===== src/shared/flc_pkg.sv =====
// Constants and types shared by the flag, return-target and loop-tally registers.
// Assumes a 64-bit core; vector index 63-k holds the architectural bit k.
package flc_pkg;

  localparam int FLC_XLEN = 64;

  // Special register numbers used by the move-to and move-from instructions.
  localparam logic [9:0] FLC_SPR_FLAGS = 10'h001;
  localparam logic [9:0] FLC_SPR_RET   = 10'h008;
  localparam logic [9:0] FLC_SPR_TALLY = 10'h009;

  // Flag field positions in vector order (architectural bits 32, 33, 34, 57..63).
  localparam int FLC_SO_IDX  = 31;
  localparam int FLC_OV_IDX  = 30;
  localparam int FLC_CA_IDX  = 29;
  localparam int FLC_CNT_MSB = 6;
  localparam int FLC_CNT_LSB = 0;

  // Bits of the flag register that exist; all others are reserved.
  localparam logic [63:0] FLC_FLAGS_MASK = 64'h0000_0000_e000_007f;

  // Reset values.
  localparam logic [6:0]  FLC_CNT_RST   = 7'h00;
  localparam logic [63:0] FLC_RET_RST   = 64'h0000_0000_0000_0000;
  localparam logic [63:0] FLC_TALLY_RST = 64'h0000_0000_0000_0000;

  // Branch addresses ignore the two low bits.
  localparam logic [63:0] FLC_ADDR_MASK = 64'hffff_ffff_ffff_fffc;

  // Shift amount limits for word and doubleword forms.
  localparam logic [6:0] FLC_WORD_BITS  = 7'h20;
  localparam logic [6:0] FLC_DWORD_BITS = 7'h40;
  localparam logic [63:0] FLC_WORD_MASK = 64'h0000_0000_ffff_ffff;

  // Class of the instruction reported by the execution unit.
  typedef enum logic [2:0]
  {
    FLC_OP_OTHER  = 3'b000,
    FLC_OP_ADD    = 3'b001,
    FLC_OP_MULDIV = 3'b010,
    FLC_OP_SRA    = 3'b011,
    FLC_OP_COPY   = 3'b100
  } flc_op_type;

endpackage

===== src/rtl/flc_regs.sv =====
// Flag register, return-target register and loop-tally register of a core.
// Assumes the execution and branch units drive their ports from logic on mclk,
// and that within one cycle a special-register write precedes any unit update.

module flc_regs
  import flc_pkg::*;
(
  input  wire logic        mclk,
  input  wire logic        rst_b,
  input  wire logic        clk_en,
  input  wire logic [9:0]  spr_num,
  input  wire logic        spr_wr_en,
  input  wire logic [63:0] spr_wr_data,
  input  wire logic        spr_rd_en,
  output logic      [63:0] spr_rd_data,
  output logic             spr_rd_valid,
  output logic             spr_rd_miss,
  input  wire logic        exe_valid,
  input  wire flc_op_type  exe_op,
  input  wire logic        exe_oe,
  input  wire logic        exe_ca_en,
  input  wire logic [63:0] exe_opa,
  input  wire logic [63:0] exe_opb,
  input  wire logic        exe_cin,
  input  wire logic [6:0]  exe_shamt,
  input  wire logic        exe_word,
  input  wire logic        exe_too_wide,
  output logic      [3:0]  cond_field,
  output logic             cond_valid,
  input  wire logic        br_valid,
  input  wire logic        br_link,
  input  wire logic [63:0] br_next_addr,
  input  wire logic        br_dec_tally,
  output logic      [63:0] return_target,
  output logic      [63:0] tally_target,
  output logic      [6:0]  byte_count,
  output logic             sticky_flag,
  output logic             signed_wrap_flag,
  output logic             unsigned_out_flag
);

  // Carry out of a shift-right-algebraic: negative operand and any one lost.
  function automatic logic sra_carry(input logic [63:0] v, input logic [6:0] sh,
                                     input logic word);
    logic [63:0] m;
    logic        neg;
    m   = '1;
    neg = word ? v[31] : v[63];
    if (word && sh < FLC_WORD_BITS)
      m = ~({64{1'b1}} << sh);
    else if (!word && sh < FLC_DWORD_BITS)
      m = ~({64{1'b1}} << sh);
    if (word)
      m = m & FLC_WORD_MASK;
    return neg & (|(v & m));
  endfunction

  logic        so_q, ov_q, ca_q;
  logic        so_d, ov_d, ca_d;
  logic        b_so, b_ov, b_ca;
  logic [6:0]  cnt_q, cnt_d;
  logic [63:0] ret_q, ret_d;
  logic [63:0] tally_q, tally_d;
  logic [64:0] add_sum;
  logic        add_ov, add_ca, sra_ca;
  logic        flags_wr, ret_wr, tally_wr, copy_op;
  logic [63:0] flags_view;

  // Write strobes decoded from the special register number; copy strobe decoded from the op class.
  assign flags_wr = spr_wr_en && spr_num == FLC_SPR_FLAGS;
  assign ret_wr   = spr_wr_en && spr_num == FLC_SPR_RET;
  assign tally_wr = spr_wr_en && spr_num == FLC_SPR_TALLY;
  assign copy_op  = exe_valid && exe_op == FLC_OP_COPY;

  // The full three-term sum is formed here, so a carry-in never hides a carry.
  assign add_sum = {1'b0, exe_opa} + {1'b0, exe_opb} + {64'h0, exe_cin};
  assign add_ca  = add_sum[64];
  assign add_ov  = add_sum[64] ^ (exe_opa[63] ^ exe_opb[63] ^ add_sum[63]);
  assign sra_ca  = sra_carry(exe_opa, exe_shamt, exe_word);

  // Flag next state: the register write first, the unit's update on top of it.
  always_comb
  begin
    b_so  = so_q;
    b_ov  = ov_q;
    b_ca  = ca_q;
    cnt_d = cnt_q;
    if (flags_wr)
    begin
      b_so  = spr_wr_data[FLC_SO_IDX];
      b_ov  = spr_wr_data[FLC_OV_IDX];
      b_ca  = spr_wr_data[FLC_CA_IDX];
      cnt_d = spr_wr_data[FLC_CNT_MSB:FLC_CNT_LSB];
    end
    so_d = b_so;
    ov_d = b_ov;
    ca_d = b_ca;
    if (exe_valid)
    begin
      case (exe_op)
        FLC_OP_ADD:
        begin
          if (exe_oe)
          begin
            ov_d = add_ov;
            so_d = b_so | add_ov;
          end
          if (exe_ca_en)
            ca_d = add_ca;
        end
        FLC_OP_MULDIV:
        begin
          if (exe_oe)
          begin
            ov_d = exe_too_wide;
            so_d = b_so | exe_too_wide;
          end
        end
        FLC_OP_SRA:   ca_d = sra_ca;
        FLC_OP_COPY:
        begin
          so_d = 1'b0;
          ov_d = 1'b0;
          ca_d = 1'b0;
        end
        default:      ;
      endcase
    end
  end

  // Flag storage; reserved positions have no flip-flops at all.
  always_ff @(posedge mclk or negedge rst_b)
  begin
    if (!rst_b)
    begin
      so_q  <= 1'b0;
      ov_q  <= 1'b0;
      ca_q  <= 1'b0;
      cnt_q <= FLC_CNT_RST;
    end
    else if (clk_en)
    begin
      so_q  <= so_d;
      ov_q  <= ov_d;
      ca_q  <= ca_d;
      cnt_q <= cnt_d;
    end
  end

  // Copy of the flags toward the condition register, taken after any write.
  always_ff @(posedge mclk or negedge rst_b)
  begin
    if (!rst_b)
    begin
      cond_field <= 4'h0;
      cond_valid <= 1'b0;
    end
    else if (clk_en)
    begin
      cond_valid <= copy_op;
      if (copy_op)
        cond_field <= {b_so, b_ov, b_ca, 1'b0};
    end
  end

  // Return target: a link update lands after a same-cycle register write.
  always_comb
  begin
    ret_d = ret_q;
    if (ret_wr)
      ret_d = spr_wr_data;
    if (br_valid && br_link)
      ret_d = br_next_addr;
  end

  // Loop tally: decrement of the freshly written value wraps zero to all ones.
  always_comb
  begin
    tally_d = tally_q;
    if (tally_wr)
      tally_d = spr_wr_data;
    if (br_valid && br_dec_tally)
      tally_d = tally_d - 64'h1;
  end

  always_ff @(posedge mclk or negedge rst_b)
  begin
    if (!rst_b)
    begin
      ret_q   <= FLC_RET_RST;
      tally_q <= FLC_TALLY_RST;
    end
    else if (clk_en)
    begin
      ret_q   <= ret_d;
      tally_q <= tally_d;
    end
  end

  // Reads see zero in every reserved flag position.
  assign flags_view = {32'h0, so_q, ov_q, ca_q, 22'h0, cnt_q};

  // Read port answers one cycle later; unknown numbers return zero and a miss.
  always_ff @(posedge mclk or negedge rst_b)
  begin
    if (!rst_b)
    begin
      spr_rd_data  <= 64'h0;
      spr_rd_valid <= 1'b0;
      spr_rd_miss  <= 1'b0;
    end
    else if (clk_en)
    begin
      spr_rd_valid <= spr_rd_en;
      spr_rd_miss  <= 1'b0;
      if (spr_rd_en)
      begin
        case (spr_num)
          FLC_SPR_FLAGS: spr_rd_data <= flags_view;
          FLC_SPR_RET:   spr_rd_data <= ret_q;
          FLC_SPR_TALLY: spr_rd_data <= tally_q;
          default:
          begin
            spr_rd_data <= 64'h0;
            spr_rd_miss <= 1'b1;
          end
        endcase
      end
    end
  end

  // Branch targets drop the low two bits; the stored copy keeps them.
  assign return_target     = ret_q & FLC_ADDR_MASK;
  assign tally_target      = tally_q & FLC_ADDR_MASK;
  assign byte_count        = cnt_q;
  assign sticky_flag       = so_q;
  assign signed_wrap_flag  = ov_q;
  assign unsigned_out_flag = ca_q;
endmodule


===== config.mk =====
export PLATFORM = sky130hd
export DESIGN_NAME = flc_regs
export DESIGN_NICKNAME = d
export VERILOG_FILES = /design/src/shared/flc_pkg.sv /design/src/rtl/flc_regs.sv
export SDC_FILE = /design/constraint.sdc
export NUM_CORES = 1
export LEC_CHECK = 0
export ABC_AREA = 1
export BUFFER_PORTS_ARGS = -buffer_cell sky130_fd_sc_hd__buf_2
export CAP_MARGIN = 20
export CORE_AREA = 2 2 191 193
export CTS_CLUSTER_DIAMETER = 200
export DETAILED_ROUTE_END_ITERATION = 12
export DIE_AREA = 0 0 193 195
export PLACE_DENSITY = 0.86
export SYNTH_ARGS = -nofsm -noshare
export SYNTH_HDL_FRONTEND = slang
export SYNTH_SLANG_ARGS = --single-unit

===== constraint.sdc =====
create_clock -name mclk -period 2.8 [get_ports mclk]
set_clock_uncertainty 0.05 [all_clocks]
set_input_delay 0.28 -clock mclk [delete_from_list [all_inputs] [get_ports mclk]]
set_output_delay 0.28 -clock mclk [all_outputs]
set_load 0.01 [all_outputs]

==> key figures, run 1 <==
Timing
  – Worst-margin pin slew: 0.7515 ns
  – Hold WS: 0.005709 ns
  – RSZ-0062 raised after global routing: false
  – Final Cycle Share: 91.17%
  – Slew headroom: 49.90%
  – Setup ws final: 0.2473 ns
  – FMAX: 0.3917 GHz
  – Setup Viol. Count Final: 0
  – Count of final hold-check violations: 0
  – Max Slew Vio Count: 0
  – Min Tclk post-route: 2.553 ns

Clock network
  – Setup Fix Bufs, Post-CTS: 0
  – Root buf cell: clkbuf_16
  – Hold buffers post-CTS: 79
  – Clock Tree Buf Depth: 3
  – Post_cts resized: 0
  – Num Clock Sinks: 208
  – CTS tree: built
  – Inserted Clock Buffers: 24
  – Worst skew pair latency: 0.56 ns
  – Clock input transition at the sequential cells of the worst setup and hold paths: 0.06 ns
  – H-tree Lvls: 1

Yosys
  – Synth Area in Compound Gates: 12.88%
  – Sequential cell area fraction in the yosys report: 31.34%
  – XOR/XNOR share of the synthesized area: 1.319%
  – Post-synth top area cell: dfrtp_1
  – Ys flop type: dfrtp_1
  – Mux share of post-synthesis cell area: 0.3918%
  – Post-Synth Simple-Gate Area: 36.00%
  – Ranking of synthesized cells by area: dfrtp_1 (31%), nand2_1 (19%), buf_4 (5.9%)
  – Distinct cell type count after synthesis: 50
  – Number of synthesized register bits: 208
  – Yosys top cell area share: 31.34%
  – Cell Area, Synth: 16610 um^2
  – Most frequent cell after synthesis: nand2_1
  – Ys Warns: 0
  – Largest family of logic cells by synthesized area: simple AND/OR/NAND/NOR gates
  – Adder-Cell Fraction of Synth Area: 4.898%
  – Post-synth EDFFs: 0
  – Synth Area per Inst: 6.561 um^2
  – Asr flop ratio synth: 100.0%
  – Post-synth top cells: nand2_1 (844), nor2_1 (234), dfrtp_1 (208)
  – Cells after Synth: 2531

Setup path
  – CP cell instances: buf_2 -> inv_1 -> nor2_4 -> buf_12 -> inv_1 -> nor3_2 -> nand3_1 -> a21oi_4 -> buf_12 -> buf_12 -> nor2_1 -> a31oi_1 -> dlygate4sd3_1
  – R2R setup slack: 0.41 ns
  – Critical path class: in2reg
  – Setup crit start kind: primary input
  – Crit path max-delay cell type: dlygate4sd3_1
  – Most frequent CP cell: buf_12
  – Buf+Inv Stages, Crit Path: 7
  – Worst path top cell family by delay: buffers and inverters
  – Worst EP required: 3.23 ns
  – CP max FO: 58
  – CP endpoint kind: flip-flop
  – WP data arrival: 2.98 ns
  – CP max stage delay: 0.61 ns

Route
  – Post-DR wirelength/cell: 19.72 um
  – Vias: 20007
  – Final antenna-violating net count: 0
  – Initial DRT Pass Iterations: 6
  – Residual DRC count: 0
  – Post-Route WL: 69.19 mm
  – Initial drt markers: 2062
  – Vias per cell: 5.703

Die
  – Initial Util: 46.91%
  – Die X: 193 um
  – Core region area: 35400 um^2
  – Core Rows: 69
  – IO Count: 499
  – Die footprint: 37640 um^2
  – Die height: 195 um

Flow run
  – Max-Cap Viols: 0

Pwr
  – Power Density: 552.1 nW/um^2
  – Leakage: 11.42 nW
  – Worst vdd ir: 0.5045 mV

Cells and area
  – Share of layout cells above drive strength 1: 23.51%
  – Register area: 5205 um^2
  – Final instance area: 21080 um^2
  – Synthesis-to-finish area growth: 26.93%
  – # fillers: 3250
  – Multi-input logic area: 9268 um^2
  – Fin nets: 3378

Placement
  – DP HPWL: 52.29 mm
  – Placer congestion estimate: 1.029
  – Pre-CTS setup slack: -0.1380 ns
  – DP Area: 19410 um^2
  – PortBufs: 493

Status
  – Status: finished clean

GRT
  – GRT Residual Overflow: 0
  – Vias in the first global route: 19064
  – Initial antenna violation count: 7
  – First-pass GRT wire length: 106.7 mm
  – Largest net degree at the start of global routing: 78
  – Total GRT Usage: 36.17%

Hold path
  – Hold Crit Class: in2reg
[stage by stage]
step           utilization [%]  instances  setup TNS (ns)  power [W]
2_1_floorplan                -       2535               0   0.006419
3_3_place_gp             54.85       3379        -0.05400   0.007876
3_5_place_dp             54.85       3379         -0.2206   0.007901
4_1_cts                  59.51       3502               0    0.01148
5_1_grt                  59.54       3507               0    0.01227
6_report                 59.55       3508               0    0.01164
[state kept, by name (all words and copies together) (netlist names)]
| name | cells |
|---|---|
| spr_rd_data | 64 |
| cond_valid | 1 |
| cond_field | 3 |
| tally_q | 64 |
| sticky_flag | 1 |
| spr_rd_miss | 1 |
| signed_wrap_flag | 1 |
| unsigned_out_flag | 1 |
| ret_q | 64 |
| spr_rd_valid | 1 |
| byte_count | 7 |
[where the power goes]
part / switching [W] / internal [W]
logic: 0.00278 / 0.00166
registers: 0.000398 / 0.00335
clock network: 0.00139 / 0.00206
total: 0.00457 / 0.00707
[layout by cell type, fill, tap and decap left out, drive strengths merged, types with 24 or more instances in the layout]
cell,netlist,final
inv,188,189
buf,159,624
a31oi,55,55
o21ai,165,165
dfrtp,208,208
nand4,90,90
clkbuf,82,30
nor2,252,252
ha,65,65
dlygate4sd3,0,79
xor2,24,24
a21oi,77,77
nand3,200,200
nand2,847,847
[worst min-delay path, stage by stage]
cell	delay, ns
buf_2	0.12
nand2_1	0.07
a31oi_1	0.09
[kinds of logic after synthesis]
family / after synthesis
simple gates: 1423
buf+inv: 435
compound gates: 368
flops: 208
fa+ha+maj: 65
xor+xnor: 25
mux: 6
other cells: 1
[area by class of cell]
class,count,share of cell area (%)
Antenna cell,6,0.07123
Sequential cell,208,24.69
Clock buffer,30,3.146
Timing Repair Buffer,703,21.00
Tap cell,461,2.737
Multi-Input combinational cell,1892,43.97
Inverter,194,3.455
Clock inverter,14,0.9260
[routing by layer]
layer | vias up | track usage (%) | routed length [um]
li1 | 9225 | - | -
met1 | 9045 | 45.02 | 25630
met2 | 1439 | 58.10 | 31100
met3 | 296 | 8.663 | 8278
met4 | 2 | 18.52 | 4169
met5 | - | 0.2653 | 13
[final timing paths]
| kind | start | end | depth (start not counted) |
|---|---|---|---|
| max | spr_num[3] | ret_q[51] | 13 |
| min | spr_wr_data[59] | ret_q[59] | 3 |
| max reg2reg | tally_q[0] | tally_q[60] | 17 |
| min reg2reg | spr_rd_valid | spr_rd_valid | 2 |
| max in group asynchronous | rst_b | spr_rd_data[4] | 3 |
| min in group asynchronous | rst_b | spr_rd_data[47] | 2 |
No activity file was read; power rests on OpenSTA's default activity.
==> run 2, diff against run 1 <==
Settings changed: HOLD_SLACK_MARGIN set to 0.15, SLEW_MARGIN set to 25.
==> run 2 against run 1 <==
  * Cell area up 2.7%
  * Routed wire length is 4.6% higher
  * Die area unchanged
  * Critical path depth stayed put
  * Fmax shrank 1.5%
  * Clock power about the same
  * Via count grew 2.7%
  * First-iteration DRC count is 12% higher
  * Global-route usage rose by 1.7 points
  * Total power increased by 1.5%
  * Critical path type unchanged
==> key figures, run 2 (same netlist as run 1, synthesis figures left out) <==
Timing
  – Setup Viol. Count Final: 0
  – Min Tclk post-route: 2.590 ns
  – FMAX: 0.3860 GHz
  – Final Cycle Share: 92.51%
  – Count of final hold-check violations: 0
  – Max Slew Vio Count: 0
  – RSZ-0062 raised after global routing: false
  – Slew headroom: 49.71%
  – Setup TNS: 0 ns
  – Worst-margin pin slew: 0.7464 ns
  – Setup ws final: 0.2096 ns

Route
  – Post-Route WL: 72.35 mm
  – Initial drt markers: 2316
  – Final antenna-violating net count: 0
  – Initial DRT Pass Iterations: 6
  – Residual DRC count: 0
  – Vias: 20550
  – Vias per cell: 5.766
  – Post-DR wirelength/cell: 20.30 um

GRT
  – Met3 Use GR: 10.98%
  – Most used routing layer: met2
  – Total GRT Usage: 37.86%
  – Vias in the first global route: 19900
  – Met1 Usage GRT: 46.05%
  – First-pass GRT wire length: 111.5 mm
  – Met2 Usage GRT: 59.58%
  – GRT Residual Overflow: 0
  – Largest net degree at the start of global routing: 78
  – Initial antenna violation count: 6

Setup path
  – Critical path class: in2reg
  – Most frequent CP cell: buf_12
  – Crit path max-delay cell type: dlygate4sd3_1
  – CP max stage delay: 0.60 ns
  – Worst EP required: 3.23 ns
  – CP max FO: 58
  – WP data arrival: 3.02 ns
  – CP endpoint kind: flip-flop
  – Crit path from: spr_num[3]
  – Worst r2r src: tally_q[0]
  – CP cell instances: buf_2 -> inv_1 -> nor2_4 -> buf_12 -> inv_1 -> nor3_2 -> nand3_1 -> a21oi_4 -> buf_12 -> buf_12 -> nor2_1 -> a31oi_1 -> dlygate4sd3_1
  – Setup crit start kind: primary input

Placement
  – Placed instance count: 3379
  – PortBufs: 493
  – Placer congestion estimate: 1.029
  – Pre-CTS setup slack: -0.1380 ns
  – DP HPWL: 52.29 mm

Pwr
  – Power Density: 545.6 nW/um^2
  – Design Power: 0.01181 W
  – Leakage: 11.63 nW
  – Worst vdd ir: 0.4968 mV

Die
  – Die height: 195 um
  – Die footprint: 37640 um^2
  – IO Count: 499
  – Initial Util: 46.91%
  – Core region area: 35400 um^2
  – Core Rows: 69
  – Die X: 193 um

Hold path
  – Hold_sp: spr_wr_data[15]
  – Hold Crit Class: in2reg

Cells and area
  – Most common cell after layout, fill and taps aside: nand2_1
  – Fin nets: 3436
  – Core Util, Final: 61.17%
  – Non-Filler Instances: 3564
  – Share of layout cells above drive strength 1: 23.07%
  – # fillers: 3124
  – Most frequent cells in the layout: nand2_1 (842), buf_2 (492), nor2_1 (233)
  – Synthesis-to-finish area growth: 30.40%
  – Largest registers: ret_q x64, spr_rd_data x64, tally_q x64

Clock network
  – H-tree Lvls: 1
  – Clock Tree Buf Depth: 3
  – Root buf cell: clkbuf_16
  – Num Clock Sinks: 208
  – CTS tree: built
  – Inserted Clock Buffers: 24
  – Clock input transition at the sequential cells of the worst setup and hold paths: 0.07 ns
  – Worst skew pair latency: 0.56 ns

Status
  – Status: finished clean

Flow run
  – Max-Cap Viols: 0
-- run 2: changes by cell type in the layout (fill, tap and decap cells not counted), sizes merged --
cell / change
dlygate4sd3: +58
diode: -2
-- run 2: per-stage QoR --
step                area [um^2]  hold slack (ns)
floorplan                 16620         -0.06559
global placement          19410           0.2536
detailed placement        19410           0.2540
CTS                       21640           0.1523
global route              21650           0.1891
finish                    21650           0.1750
-- run 2: path summary, 6_finish.rpt --
path | to | slack (ns) | depth (start not counted)
max reg2reg | tally_q[60] | 0.39 | 17
min in group asynchronous | spr_rd_data[35] | 0.27 | 2
min | ret_q[15] | 0.17 | 5
min reg2reg | spr_rd_valid | 0.42 | 2
max | ret_q[41] | 0.21 | 13
max in group asynchronous | spr_rd_data[4] | 1.64 | 3
-- run 2: final cells by class --
type	count	area [um^2]	share of cell area, %
multi-input combinational	1892	9268	42.80
sequential	208	5205	24.04
timing repair buffer	761	5007	23.12
inverter	194	728.2	3.363
clock buffer	30	663.1	3.063
tap	461	576.8	2.664
clock inverter	14	195.2	0.9014
antenna	4	10.01	0.04623
-- run 2: routing by layer --
layer	wire length, um	vias up
li1	-	9334
met1	26160	9288
met2	32130	1534
met3	9006	390
met4	5031	4
met5	23	-
-- run 2: critical path, delay by kind of cell --
family                 cells  cell delay [ns]
AOI/OAI and AO/OA          2             0.36
buffers and inverters      7             1.58
and+or+nand+nor            4             0.76
-- run 2: what timing repair did --
item / in CTS / in global routing
resized for setup: 0 / 0
setup buffers: 0 / 0
hold endpoints to repair: 147 / 0
hold buffers: 137 / 0
-- run 2: power breakdown --
part           leakage [nW]  total, W  switching (W)  internal [W]
clock network         0.416   0.00346        0.00140       0.00206
registers              2.69   0.00375       0.000402       0.00335
logic                  8.52   0.00460        0.00284       0.00176
total                  11.6    0.0118        0.00464       0.00717
